**src/rtl/itcf_pkg.sv**
```systemverilog
// Purpose: shared constants and carrier types for the interrupt trap/flag register block
// Assumes: one 50 MHz clock, APB register access, 16-bit registers in the low word lanes
// Notes: register offsets are byte addresses of aligned 32-bit words
package itcf_pkg;

  localparam int unsigned ITCF_ADDR_W = 12;
  localparam int unsigned ITCF_REG_W = 16;

  // register byte offsets
  localparam logic [11:0] ITCF_OFF_CTRL_ONE = 12'h000;
  localparam logic [11:0] ITCF_OFF_CTRL_TWO = 12'h004;
  localparam logic [11:0] ITCF_OFF_FLAGS_ZERO = 12'h008;
  localparam logic [11:0] ITCF_OFF_FLAGS_ONE = 12'h00c;

  localparam logic [15:0] ITCF_RESET_VAL = 16'h0000;

  // implemented (read-write) bit masks; every other bit reads zero except control two bit 14, the read-only timed disable
  localparam logic [15:0] ITCF_MASK_CTRL_ONE = 16'hffde;
  localparam logic [15:0] ITCF_MASK_CTRL_TWO_RW = 16'h8007;
  localparam logic [15:0] ITCF_MASK_FLAGS_ZERO = 16'h3fef;
  localparam logic [15:0] ITCF_MASK_FLAGS_ONE = 16'h20db;

  // interrupt_control_one fields
  localparam int unsigned ITCF_B_NESTING_DISABLE = 15;
  localparam int unsigned ITCF_B_ACC_A_OVF_FLAG = 14;
  localparam int unsigned ITCF_B_ACC_B_OVF_FLAG = 13;
  localparam int unsigned ITCF_B_ACC_A_CAT_FLAG = 12;
  localparam int unsigned ITCF_B_ACC_B_CAT_FLAG = 11;
  localparam int unsigned ITCF_B_ACC_A_OVF_EN = 10;
  localparam int unsigned ITCF_B_ACC_B_OVF_EN = 9;
  localparam int unsigned ITCF_B_CAT_EN = 8;
  localparam int unsigned ITCF_B_SHIFT_ERR = 7;
  localparam int unsigned ITCF_B_DIV_ZERO = 6;
  localparam int unsigned ITCF_B_MATH_TRAP = 4;
  localparam int unsigned ITCF_B_ADDR_TRAP = 3;
  localparam int unsigned ITCF_B_STACK_TRAP = 2;
  localparam int unsigned ITCF_B_OSC_TRAP = 1;

  // interrupt_control_two fields
  localparam int unsigned ITCF_B_ALT_VECTOR = 15;
  localparam int unsigned ITCF_B_TIMED_DISABLE = 14;
  localparam int unsigned ITCF_B_EXT0_POL = 0;
  localparam int unsigned ITCF_B_EXT1_POL = 1;
  localparam int unsigned ITCF_B_EXT2_POL = 2;

  // interrupt_flags_zero fields
  localparam int unsigned ITCF_B_ADC_DONE = 13;
  localparam int unsigned ITCF_B_UART_TX = 12;
  localparam int unsigned ITCF_B_UART_RX = 11;
  localparam int unsigned ITCF_B_SPI_EVENT = 10;
  localparam int unsigned ITCF_B_SPI_FAULT = 9;
  localparam int unsigned ITCF_B_TIMER3 = 8;
  localparam int unsigned ITCF_B_TIMER2 = 7;
  localparam int unsigned ITCF_B_COMPARE2 = 6;
  localparam int unsigned ITCF_B_CAPTURE2 = 5;
  localparam int unsigned ITCF_B_TIMER1 = 3;
  localparam int unsigned ITCF_B_COMPARE1 = 2;
  localparam int unsigned ITCF_B_CAPTURE1 = 1;
  localparam int unsigned ITCF_B_EXT_IRQ0 = 0;

  // interrupt_flags_one fields
  localparam int unsigned ITCF_B_EXT_IRQ2 = 13;
  localparam int unsigned ITCF_B_CAPTURE8 = 7;
  localparam int unsigned ITCF_B_CAPTURE7 = 6;
  localparam int unsigned ITCF_B_EXT_IRQ1 = 4;
  localparam int unsigned ITCF_B_CHANGE_NOTIFY = 3;
  localparam int unsigned ITCF_B_I2C_MASTER = 1;
  localparam int unsigned ITCF_B_I2C_SLAVE = 0;

  // trap events reported by the core, one-cycle pulses
  typedef struct packed {
    logic acc_a_overflow;
    logic acc_b_overflow;
    logic acc_a_catastrophic;
    logic acc_b_catastrophic;
    logic shift_error;
    logic divide_by_zero;
    logic address_error;
    logic stack_error;
    logic osc_failure;
  } itcf_trap_ev_t;

  // peripheral request events, one-cycle pulses
  typedef struct packed {
    logic adc_done;
    logic uart_tx;
    logic uart_rx;
    logic spi_event;
    logic spi_fault;
    logic timer3;
    logic timer2;
    logic compare2;
    logic capture2;
    logic timer1;
    logic compare1;
    logic capture1;
    logic capture8;
    logic capture7;
    logic change_notify;
    logic i2c_master;
    logic i2c_slave;
  } itcf_src_ev_t;

  // trap requests raised toward the core, one-cycle pulses
  typedef struct packed {
    logic math;
    logic address;
    logic stack;
    logic osc;
  } itcf_trap_req_t;

  // control levels presented to the core and priority logic
  typedef struct packed {
    logic nesting_disable;
    logic cpu_priority_level_write_enable;
    logic alternate_vector_select;
    logic acc_a_overflow_trap_enable;
    logic acc_b_overflow_trap_enable;
    logic catastrophic_trap_enable;
  } itcf_ctl_t;

endpackage

```
**src/rtl/itcf_top.sv**
```systemverilog
// Purpose: interrupt control/status and first two request flag registers behind APB
// Assumes: all inputs synchronous to pclk; event inputs are one-cycle pulses
// Notes: reads carry zero wait states; writes use pwdata[15:0], upper lanes ignored
//
// Contract
// RULE1 - control one bit 15 disables interrupt nesting when set
// RULE2 - set accumulator A/B overflow flags, bits 14/13, when that overflow traps
// RULE3 - set accumulator A/B catastrophic flags, bits 12/11, when that overflow traps
// RULE4 - accumulator A/B overflow traps only while bits 10/9 are set
// RULE5 - catastrophic overflow of either accumulator traps only while bit 8 is set
// RULE6 - bit 7 set when a math trap comes from an invalid accumulator shift
// RULE7 - bit 6 set when a math trap comes from a divide by zero
// RULE8 - bit 4 set whenever a math error trap occurs
// RULE9 - bit 3 set whenever an address error trap occurs
// RULE10 - bit 2 set whenever a stack error trap occurs
// RULE11 - bit 1 set whenever an oscillator failure trap occurs
// RULE12 - every unimplemented bit reads as zero
// RULE13 - control two bit 15 selects the alternate vector table
// RULE14 - control two read-only bit 14 shows an active timed interrupt disable
// RULE15 - external irq 0/1/2 edge chosen by bits 0/1/2: 1 falling, 0 rising
// RULE16 - flags zero: adc 13, uart tx 12, rx 11, spi 10, fault 9, t3 8, t2 7
// RULE17 - flags zero: compare2 6, capture2 5, timer1 3, compare1 2, capture1 1, ext0 0
// RULE18 - flags one: ext2 13, capture8 7, capture7 6, ext1 4, change 3, i2c 1/0
// RULE19 - sources set request flags; hardware never clears them, software does
// RULE20 - while nesting is disabled the cpu priority level bits are read-only
// RULE21 - all implemented bits reset to zero; writes visible the next cycle
//
// Added by the designer: register access over APB and the address map.
`timescale 1ns/1ps
module itcf_top (
  input wire logic pclk,
  input wire logic presetn,
  input wire logic psel,
  input wire logic penable,
  input wire logic pwrite,
  input wire logic [11:0] paddr,
  input wire logic [31:0] pwdata,
  output logic [31:0] prdata,
  output logic pready,
  output logic pslverr,
  input wire itcf_pkg::itcf_trap_ev_t trap_ev,
  input wire itcf_pkg::itcf_src_ev_t src_ev,
  input wire logic [2:0] ext_irq_pin,
  input wire logic timed_disable_active,
  output itcf_pkg::itcf_trap_req_t trap_req,
  output itcf_pkg::itcf_ctl_t ctl,
  output logic [2:0] ext_irq_edge_polarity,
  output logic [15:0] flags_zero,
  output logic [15:0] flags_one
);

  typedef struct packed {
    logic [15:0] ctrl_one;
    logic [15:0] ctrl_two;
    logic [15:0] flags_zero;
    logic [15:0] flags_one;
    logic [2:0] ext_prev;
    logic timed_disable;
    itcf_pkg::itcf_trap_req_t trap_req;
    itcf_pkg::itcf_ctl_t ctl;
    logic [31:0] prdata;
    logic pready;
    logic pslverr;
  } itcf_state_t;

  itcf_state_t state_q;
  itcf_state_t state_d;

  // software write merge: implemented bits take the written value, then hardware sets win
  function automatic logic [15:0] itcf_merge(
    input logic [15:0] cur,
    input logic [15:0] wdata,
    input logic [15:0] mask,
    input logic wr,
    input logic [15:0] hw_set
  );
    logic [15:0] nxt;
    nxt = wr ? (wdata & mask) : cur;
    return (nxt | hw_set) & mask;
  endfunction

  // edge detect for a synchronous pin; polarity 1 means falling edge
  function automatic logic itcf_edge(
    input logic prev,
    input logic cur,
    input logic falling
  );
    return falling ? (prev & ~cur) : (~prev & cur);
  endfunction

  function automatic logic itcf_is_mapped(input logic [11:0] addr);
    return (addr == itcf_pkg::ITCF_OFF_CTRL_ONE) || (addr == itcf_pkg::ITCF_OFF_CTRL_TWO) ||
      (addr == itcf_pkg::ITCF_OFF_FLAGS_ZERO) || (addr == itcf_pkg::ITCF_OFF_FLAGS_ONE);
  endfunction

  logic setup_phase;
  logic access_done;
  logic wr_one;
  logic wr_two;
  logic wr_fz;
  logic wr_fo;
  logic [15:0] rd_word;
  logic [15:0] set_one;
  logic [15:0] set_fz;
  logic [15:0] set_fo;
  logic [2:0] ext_hit;
  logic [2:0] pol;
  logic acc_a_trap;
  logic acc_b_trap;
  logic cat_a_trap;
  logic cat_b_trap;
  logic math_trap;

  always_comb begin
    state_d = state_q;

    setup_phase = psel & ~penable;
    // a write lands only on the access edge where our pready is already high
    access_done = psel & penable & state_q.pready & pwrite & ~state_q.pslverr;
    wr_one = access_done && (paddr == itcf_pkg::ITCF_OFF_CTRL_ONE);
    wr_two = access_done && (paddr == itcf_pkg::ITCF_OFF_CTRL_TWO);
    wr_fz = access_done && (paddr == itcf_pkg::ITCF_OFF_FLAGS_ZERO);
    wr_fo = access_done && (paddr == itcf_pkg::ITCF_OFF_FLAGS_ONE);

    // trap qualification by the enables held in control one
    acc_a_trap = trap_ev.acc_a_overflow & state_q.ctrl_one[itcf_pkg::ITCF_B_ACC_A_OVF_EN]; // [RULE4]
    acc_b_trap = trap_ev.acc_b_overflow & state_q.ctrl_one[itcf_pkg::ITCF_B_ACC_B_OVF_EN]; // [RULE4]
    cat_a_trap = trap_ev.acc_a_catastrophic & state_q.ctrl_one[itcf_pkg::ITCF_B_CAT_EN]; // [RULE5]
    cat_b_trap = trap_ev.acc_b_catastrophic & state_q.ctrl_one[itcf_pkg::ITCF_B_CAT_EN]; // [RULE5]
    math_trap = acc_a_trap | acc_b_trap | cat_a_trap | cat_b_trap |
      trap_ev.shift_error | trap_ev.divide_by_zero;

    set_one = itcf_pkg::ITCF_RESET_VAL;
    set_one[itcf_pkg::ITCF_B_ACC_A_OVF_FLAG] = acc_a_trap; // [RULE2]
    set_one[itcf_pkg::ITCF_B_ACC_B_OVF_FLAG] = acc_b_trap; // [RULE2]
    set_one[itcf_pkg::ITCF_B_ACC_A_CAT_FLAG] = cat_a_trap; // [RULE3]
    set_one[itcf_pkg::ITCF_B_ACC_B_CAT_FLAG] = cat_b_trap; // [RULE3]
    set_one[itcf_pkg::ITCF_B_SHIFT_ERR] = trap_ev.shift_error; // [RULE6]
    set_one[itcf_pkg::ITCF_B_DIV_ZERO] = trap_ev.divide_by_zero; // [RULE7]
    set_one[itcf_pkg::ITCF_B_MATH_TRAP] = math_trap; // [RULE8]
    set_one[itcf_pkg::ITCF_B_ADDR_TRAP] = trap_ev.address_error; // [RULE9]
    set_one[itcf_pkg::ITCF_B_STACK_TRAP] = trap_ev.stack_error; // [RULE10]
    set_one[itcf_pkg::ITCF_B_OSC_TRAP] = trap_ev.osc_failure; // [RULE11]

    pol[0] = state_q.ctrl_two[itcf_pkg::ITCF_B_EXT0_POL];
    pol[1] = state_q.ctrl_two[itcf_pkg::ITCF_B_EXT1_POL];
    pol[2] = state_q.ctrl_two[itcf_pkg::ITCF_B_EXT2_POL];
    for (int i = 0; i < 3; i++) begin
      ext_hit[i] = itcf_edge(state_q.ext_prev[i], ext_irq_pin[i], pol[i]); // [RULE15]
    end

    set_fz = itcf_pkg::ITCF_RESET_VAL;
    set_fz[itcf_pkg::ITCF_B_ADC_DONE] = src_ev.adc_done; // [RULE16]
    set_fz[itcf_pkg::ITCF_B_UART_TX] = src_ev.uart_tx; // [RULE16]
    set_fz[itcf_pkg::ITCF_B_UART_RX] = src_ev.uart_rx; // [RULE16]
    set_fz[itcf_pkg::ITCF_B_SPI_EVENT] = src_ev.spi_event; // [RULE16]
    set_fz[itcf_pkg::ITCF_B_SPI_FAULT] = src_ev.spi_fault; // [RULE16]
    set_fz[itcf_pkg::ITCF_B_TIMER3] = src_ev.timer3; // [RULE16]
    set_fz[itcf_pkg::ITCF_B_TIMER2] = src_ev.timer2; // [RULE16]
    set_fz[itcf_pkg::ITCF_B_COMPARE2] = src_ev.compare2; // [RULE17]
    set_fz[itcf_pkg::ITCF_B_CAPTURE2] = src_ev.capture2; // [RULE17]
    set_fz[itcf_pkg::ITCF_B_TIMER1] = src_ev.timer1; // [RULE17]
    set_fz[itcf_pkg::ITCF_B_COMPARE1] = src_ev.compare1; // [RULE17]
    set_fz[itcf_pkg::ITCF_B_CAPTURE1] = src_ev.capture1; // [RULE17]
    set_fz[itcf_pkg::ITCF_B_EXT_IRQ0] = ext_hit[0]; // [RULE17]

    set_fo = itcf_pkg::ITCF_RESET_VAL;
    set_fo[itcf_pkg::ITCF_B_EXT_IRQ2] = ext_hit[2]; // [RULE18]
    set_fo[itcf_pkg::ITCF_B_CAPTURE8] = src_ev.capture8; // [RULE18]
    set_fo[itcf_pkg::ITCF_B_CAPTURE7] = src_ev.capture7; // [RULE18]
    set_fo[itcf_pkg::ITCF_B_EXT_IRQ1] = ext_hit[1]; // [RULE18]
    set_fo[itcf_pkg::ITCF_B_CHANGE_NOTIFY] = src_ev.change_notify; // [RULE18]
    set_fo[itcf_pkg::ITCF_B_I2C_MASTER] = src_ev.i2c_master; // [RULE18]
    set_fo[itcf_pkg::ITCF_B_I2C_SLAVE] = src_ev.i2c_slave; // [RULE18]

    // set beats a clearing write in the same cycle, so no request is lost
    state_d.ctrl_one = itcf_merge(state_q.ctrl_one, pwdata[15:0],
      itcf_pkg::ITCF_MASK_CTRL_ONE, wr_one, set_one); // [RULE21]
    state_d.ctrl_two = itcf_merge(state_q.ctrl_two, pwdata[15:0],
      itcf_pkg::ITCF_MASK_CTRL_TWO_RW, wr_two, itcf_pkg::ITCF_RESET_VAL); // [RULE12]
    state_d.flags_zero = itcf_merge(state_q.flags_zero, pwdata[15:0],
      itcf_pkg::ITCF_MASK_FLAGS_ZERO, wr_fz, set_fz); // [RULE19]
    state_d.flags_one = itcf_merge(state_q.flags_one, pwdata[15:0],
      itcf_pkg::ITCF_MASK_FLAGS_ONE, wr_fo, set_fo); // [RULE19]

    state_d.ext_prev = ext_irq_pin;
    state_d.timed_disable = timed_disable_active; // [RULE14]

    state_d.trap_req.math = math_trap;
    state_d.trap_req.address = trap_ev.address_error;
    state_d.trap_req.stack = trap_ev.stack_error;
    state_d.trap_req.osc = trap_ev.osc_failure;

    // controls follow the register value about to be stored
    state_d.ctl.nesting_disable = state_d.ctrl_one[itcf_pkg::ITCF_B_NESTING_DISABLE]; // [RULE1]
    state_d.ctl.cpu_priority_level_write_enable =
      ~state_d.ctrl_one[itcf_pkg::ITCF_B_NESTING_DISABLE]; // [RULE20]
    state_d.ctl.alternate_vector_select =
      state_d.ctrl_two[itcf_pkg::ITCF_B_ALT_VECTOR]; // [RULE13]
    state_d.ctl.acc_a_overflow_trap_enable = state_d.ctrl_one[itcf_pkg::ITCF_B_ACC_A_OVF_EN];
    state_d.ctl.acc_b_overflow_trap_enable = state_d.ctrl_one[itcf_pkg::ITCF_B_ACC_B_OVF_EN];
    state_d.ctl.catastrophic_trap_enable = state_d.ctrl_one[itcf_pkg::ITCF_B_CAT_EN];

    // read data is captured at the setup edge so pready can rise with it
    rd_word = itcf_pkg::ITCF_RESET_VAL;
    unique case (paddr)
      itcf_pkg::ITCF_OFF_CTRL_ONE: begin
        rd_word = state_q.ctrl_one & itcf_pkg::ITCF_MASK_CTRL_ONE; // [RULE12]
      end
      itcf_pkg::ITCF_OFF_CTRL_TWO: begin
        rd_word = state_q.ctrl_two & itcf_pkg::ITCF_MASK_CTRL_TWO_RW; // [RULE12]
        rd_word[itcf_pkg::ITCF_B_TIMED_DISABLE] = state_q.timed_disable; // [RULE14]
      end
      itcf_pkg::ITCF_OFF_FLAGS_ZERO: begin
        rd_word = state_q.flags_zero & itcf_pkg::ITCF_MASK_FLAGS_ZERO;
      end
      itcf_pkg::ITCF_OFF_FLAGS_ONE: begin
        rd_word = state_q.flags_one & itcf_pkg::ITCF_MASK_FLAGS_ONE;
      end
      default: begin
        rd_word = itcf_pkg::ITCF_RESET_VAL;
      end
    endcase

    if (setup_phase) begin
      state_d.pready = 1'b1;
      state_d.pslverr = ~itcf_is_mapped(paddr);
      state_d.prdata = (pwrite || !itcf_is_mapped(paddr)) ? 32'h0000_0000 : {16'h0000, rd_word};
    end else begin
      state_d.pready = 1'b0;
      state_d.pslverr = 1'b0;
      state_d.prdata = 32'h0000_0000;
    end
  end

  always_ff @(posedge pclk or negedge presetn) begin
    if (!presetn) begin
      state_q <= '0; // [RULE21]
    end else begin
      state_q <= state_d;
    end
  end

  assign prdata = state_q.prdata;
  assign pready = state_q.pready;
  assign pslverr = state_q.pslverr;
  assign trap_req = state_q.trap_req;
  assign ctl = state_q.ctl;
  assign ext_irq_edge_polarity = state_q.ctrl_two[2:0];
  assign flags_zero = state_q.flags_zero;
  assign flags_one = state_q.flags_one;

endmodule

```
**config.mk**
```make
export PLATFORM = sky130hd
export DESIGN_NAME = itcf_top
export DESIGN_NICKNAME = d
export VERILOG_FILES = /design/src/rtl/itcf_pkg.sv /design/src/rtl/itcf_top.sv
export SDC_FILE = /design/constraint.sdc
export NUM_CORES = 1
export LEC_CHECK = 0
export BUFFER_PORTS_ARGS = -buffer_cell sky130_fd_sc_hd__buf_2
export CORE_ASPECT_RATIO = 0.9
export CORE_MARGIN = 1.5
export CORE_UTILIZATION = 47
export CTS_CLUSTER_SIZE = 16
export DETAILED_ROUTE_END_ITERATION = 8
export PLACE_DENSITY = 0.8
export SETUP_SLACK_MARGIN = 0.4
export SLEW_MARGIN = 20
export SYNTH_ARGS = -nofsm -noshare
export SYNTH_HDL_FRONTEND = slang
export SYNTH_SLANG_ARGS = --single-unit
```
**constraint.sdc**
```tcl
create_clock -name pclk -period 1.95 [get_ports pclk]
set_clock_uncertainty 0.05 [all_clocks]
set_input_delay 0 -clock pclk [delete_from_list [all_inputs] [get_ports pclk]]
set_output_delay 0 -clock pclk [all_outputs]
set_load 0.05 [all_outputs]
```
======== Yosys cells after proc, flatten, opt, wreduce, memory -nomap -nowiden ========
Index checks and enable logic that the tools add are counted.
operators by class
  add/sub/neg operators ................... 0
  $mul .................................... 0
  divide/modulo/power cells ............... 0
  $lt $le $gt $ge ......................... 0
  equality and inequality tests ........... 3
  shifts and indexed selects .............. 0
  multiplexer cells ....................... 10
  bitwise operators ....................... 33
  reductions and logical operators ........ 10
operators with widths
  operator                                                           count
  16-bit case mux with 4 select lines                                1
  16-bit 2-to-1 mux                                                  3
  34-bit 2-to-1 mux                                                  1
  14-bit 2-to-1 mux                                                  2
  14-bit OR                                                          2
  12-bit by 4-bit == test with 1-bit output (second input constant)  2
  16-bit by 15-bit OR with 16-bit output                             1
  1-bit bitwise AND                                                  15
  12-bit by 3-bit == test with 1-bit output (second input constant)  1
  12-bit zero test                                                   1
  1-bit NOT                                                          10
  1-bit OR                                                           5
  1-bit logical AND                                                  4
  1-bit logical OR                                                   4
  1-bit 2-to-1 mux                                                   3
  1-bit zero test                                                    1
storage, ports and cells
  register bits after elaboration ......... 85
  latch bits .............................. 0
  memory bits (writable) .................. 0
  memory bits (read-only) ................. 0
  output and inout bits ................... 79
  logic and storage cells ................. 75
  memories kept ........................... 0

======== Longest topological paths before layout ========
  depth after elaboration ................. 8
  depth in mapped cells ................... 6
  gate-level depth less buffers ........... 4

======== Worst setup path before layout ========
No wires, ideal clock.
  path kind ............................... reg-to-reg
  from .................................... register state_q (netlist bit pready)
  to ...................................... register state_q (netlist bit flags_zero[10])
  setup time .............................. 0.124 ns
  arrival ................................. 1.837 ns
  data required time ...................... 1.776 ns
  slack ................................... -0.061 ns
  cell stages (with the launch flop) ...... 6
  path buffers ............................ 1
  clock period less this slack ............ 2.011 ns
  cell sequence ........................... dfrtp_1 -> nor4b_2 -> nand4_2 -> clkbuf_1 -> or4_1 -> o31a_1
RTL lines
  element                   line             RTL
  start: declaration        itcf_top.sv:66   itcf_state_t state_q;
  start signal: assignment  itcf_top.sv:240  state_q <= state_d;

==> flow_summary.toml <==
[drt]
first_pass_iters = 4
wl_met1_um = 3750
detailroute.wirelength.met2_um = 4830
drt-vias-per-instance = 5.10
top_layer_used = "met4"
drc_errors = 0
detailroute.wirelength.met3_um = 573
routed_wl_um = 9260
avgRoutedWirePerCell_um = 16.9
drt_first_iter_violations = 187
detail-route-antenna-nets = 0
via_count = 2791

[clock_network]
tritoncts_num_sinks = 65
clkLatencyLatePin_ns = 0.34
cts.path.max_buffers = 2
cts_tree = "yes"
cts_bufs_inserted = 9
root_buffer = "clkbuf_8"
clk_pin_slew_ns = 0.07
htree_levels = 3

[floorplan]
die_area_mm2 = 0.00782
rows = 29
i_o_pin_count = 158
initial_utilization = 0.485
die_height_um = 84.1
die_width_um = 93.1
coreArea_mm2 = 0.00708

[power_and_ir_drop]
peakVddDrop_mv = 0.504
total_leakage_power_nw = 2.12
power.share.clock = 0.389
seq_power_share = 0.462
p_switching_uw = 791
cellInternalPower_mw = 2.16
power_switching_share = 0.268
totalPowerFinal_mw = 2.96
power.density_mw_per_mm2 = 640
pwr-share-comb = 0.149

[finish]
finalNetCount = 529
layout-drive-gt1-share = 0.436
flow.area_growth_from_synthesis_pct = 34.7
insertedDiodeCount = 0
final_area_mm2 = 0.00462

[worst_hold_path]
worst_hold_path.num_cells = 2
hold-path-endpoint = "prdata[15]"
hold_path.class = "in -> reg"
min_from = "paddr[3]"

[global_route]
overflow = 0
grt_pass1_vias = 2875
antenna_found_initial = 0
grt_max_degree = 43
gr-usage-all-layers = 0.251
grt_pass1_wl_um = 14700

[timing]
hold_slack_ns = 0.0419
worst_slew_pin_slew_ns = 0.621
slew_violations = 0
slew_headroom = 0.586
final-hold-violation-count = 0
fin_setup_tns_ns = 0
rsz0062_at_grt = "true"
max_freq_mhz = 547
fin_crit_sh = 0.937
endpoints_failing_setup = 0
layout_min_cycle_time_ns = 1.83

[yosys]
main_combinational_cell_family_by_area_after_synthesis = "buffers and inverters"
synth_seq_cells = 65
netlist_area_mm2 = 0.00343
synth_cell_types = 40
post_synth_xor_area_fraction = 0
synth_simple_gate_area_frac = 0.133
adder_cell_share_of_the_synthesized_area = 0
syn_inst = 311
synth_sequential_area_ratio = 0.474
syn-mean-instance-area_um2 = 11.0
synth-compound-area-share = 0.127
ys.warnings.count = 0
synth.mux.area_fraction = 0.0755

[job]
max-cap-violations = 0

[worst_setup_path]
critical_path.startpoint = "pslverr"
worst_setup_path_end_kind = "flip-flop"
reg2reg_setup_slack_ns = 0.12
worst-r2r-cell-count = 5
crit_arrival_ns = 2.01
criticalPathCategory = "reg -> reg"
regToRegStartpoint = "pslverr"
cp-start-kind = "flip-flop"
critical_path_required_ns = 2.13
timing.critical_path.fanout_max = 8
worst_r2r_endpoint = "state_q[110]"

[place]
placement.cell_area_mm2 = 0.00373
numPortBuffers = 113
gp_congestion = 0.780
dp_hpwl_um = 5850

[outcome]
run_status = "completed"
## worst max-delay path by stage
stage | endpoint | slack [ns]
finish | state_q[110] | 0.12
global route | flags_zero[6] | 0.03
CTS | flags_zero[2] | 0.13
detailed placement | flags_zero[7] | 0.10
global placement | flags_zero[5] | 0.17
floorplan | flags_zero[10] | 0.14
## registers in the layout, indices dropped and copies added, names as in the netlist
register / count
prdata: 16
pslverr: 1
flags_one: 7
state_q: 19
ext_irq_edge_polarity: 3
ctl: 1
pready: 1
flags_zero: 13
trap_req: 4
## cell usage in the layout, fill, tap and decap left out, drive strengths merged
| master | count |
|---|---|
| a211o | 6 |
| a211oi | 1 |
| a21boi | 10 |
| a21oi | 4 |
| a221o | 4 |
| a22oi | 4 |
| a31oi | 1 |
| a41oi | 5 |
| and2 | 1 |
| and3 | 2 |
| and4 | 2 |
| buf | 140 |
| bufinv | 1 |
| clkbuf | 12 |
| clkinv | 2 |
| conb | 28 |
| dfrtp | 65 |
| dlygate4sd3 | 50 |
| inv | 1 |
| mux2 | 13 |
| mux2i | 9 |
| mux4 | 1 |
| nand2 | 13 |
| nand2b | 2 |
| nand3 | 4 |
| nand3b | 1 |
| nand4 | 5 |
| nor2 | 22 |
| nor2b | 2 |
| nor3 | 3 |
| nor3b | 1 |
| nor4 | 3 |
| nor4b | 1 |
| o21ai | 8 |
| o22ai | 1 |
| o31a | 13 |
| or4 | 13 |
## synthesized netlist by cell type
| library cell | count | share of area |
|---|---|---|
| a211oi_1 | 1 | 0.0022 |
| and4_2 | 1 | 0.0029 |
| nand3_1 | 4 | 0.0058 |
| nor3_2 | 1 | 0.0029 |
| a31oi_1 | 1 | 0.0018 |
| nand4_1 | 4 | 0.0073 |
| nor4_4 | 3 | 0.019 |
| buf_1 | 1 | 0.0011 |
| inv_1 | 1 | 0.0011 |
| o22ai_1 | 1 | 0.0018 |
| nand3b_1 | 1 | 0.0022 |
| conb_1 | 1 | 0.0011 |
| nor3_1 | 2 | 0.0029 |
| buf_4 | 79 | 0.17 |
| nor2_1 | 22 | 0.024 |
| and3_1 | 2 | 0.0036 |
| o31a_1 | 13 | 0.033 |
| dfrtp_1 | 65 | 0.47 |
| nor4b_2 | 1 | 0.0044 |
| or4_1 | 13 | 0.028 |
| mux2_2 | 13 | 0.043 |
| a21oi_1 | 4 | 0.0058 |
| a22oi_1 | 4 | 0.0088 |
| a21boi_0 | 10 | 0.022 |
| a221o_1 | 3 | 0.0088 |
| nor2b_1 | 2 | 0.0036 |
| nand2_1 | 13 | 0.014 |
| nor3b_1 | 1 | 0.0022 |
| a211o_1 | 6 | 0.015 |
| buf_6 | 1 | 0.0033 |
| buf_2 | 3 | 0.0044 |
| and2_2 | 1 | 0.0022 |
| nand4_2 | 1 | 0.0036 |
| clkbuf_1 | 6 | 0.0066 |
| mux2i_1 | 9 | 0.026 |
| a41oi_1 | 5 | 0.013 |
| o21ai_0 | 8 | 0.012 |
| a221o_2 | 1 | 0.0033 |
| nand2b_1 | 2 | 0.0036 |
| mux4_2 | 1 | 0.0066 |
## through the flow
step / setup slack [ns] / cells / utilization
final: 0.122 / 547 / 0.653
after global routing: 0.0258 / 547 / 0.653
after CTS: 0.130 / 542 / 0.641
after detailed placement: 0.101 / 470 / 0.527
after global placement: 0.165 / 470 / 0.527
after floorplan: 0.144 / 338 / -
## final cells by class
type	count	area (µm²)
clock inverters	3	40.0
flip-flops and latches	65	1630
clock buffers	12	155
repair buffers	190	1300
inverters	1	3.75
well taps	93	116
fillers	573	2450
multi-input cells	183	1370
## metal layers
layer  track usage  vias to the layer above
li1              -                     1291
met1         0.304                     1374
met2         0.440                      116
met3        0.0628                       10
met4        0.0647                        0
met5             0                        -
## timing repair
| item | in CTS | in global routing |
|---|---|---|
| hold endpoints to repair | 73 | 0 |
| setup buffers | 6 | 5 |
| pin swaps | 6 | 19 |
| endpoints found under the setup margin | 34 | 38 |
| gates resized for setup | 21 | 22 |
| hold buffers | 50 | 0 |
| gates cloned | 1 | 0 |
## kinds of logic after synthesis
family,after synthesis
compound gates,57
buf+inv,91
flops,65
other cells,1
simple gates,74
mux,23
## power by group through the flow
stage          combinational [mW]  clock (mW)  sequential, mW
3_3_place_gp                0.342           0            1.39
2_1_floorplan               0.245           0            1.40
6_report                    0.441        1.15            1.36
5_1_grt                     0.474        1.23            1.37
3_5_place_dp                0.347           0            1.39
4_1_cts                     0.432        1.17            1.36
## critical path, cell delays in order (launching register included)
cell,delay [ns]
dfrtp_2,0.43
nor4b_4,0.30
buf_4,0.20
and4_4,0.36
a21boi_2,0.08
a221o_2,0.29
Note: power is estimated with default switching activity, not from simulation.
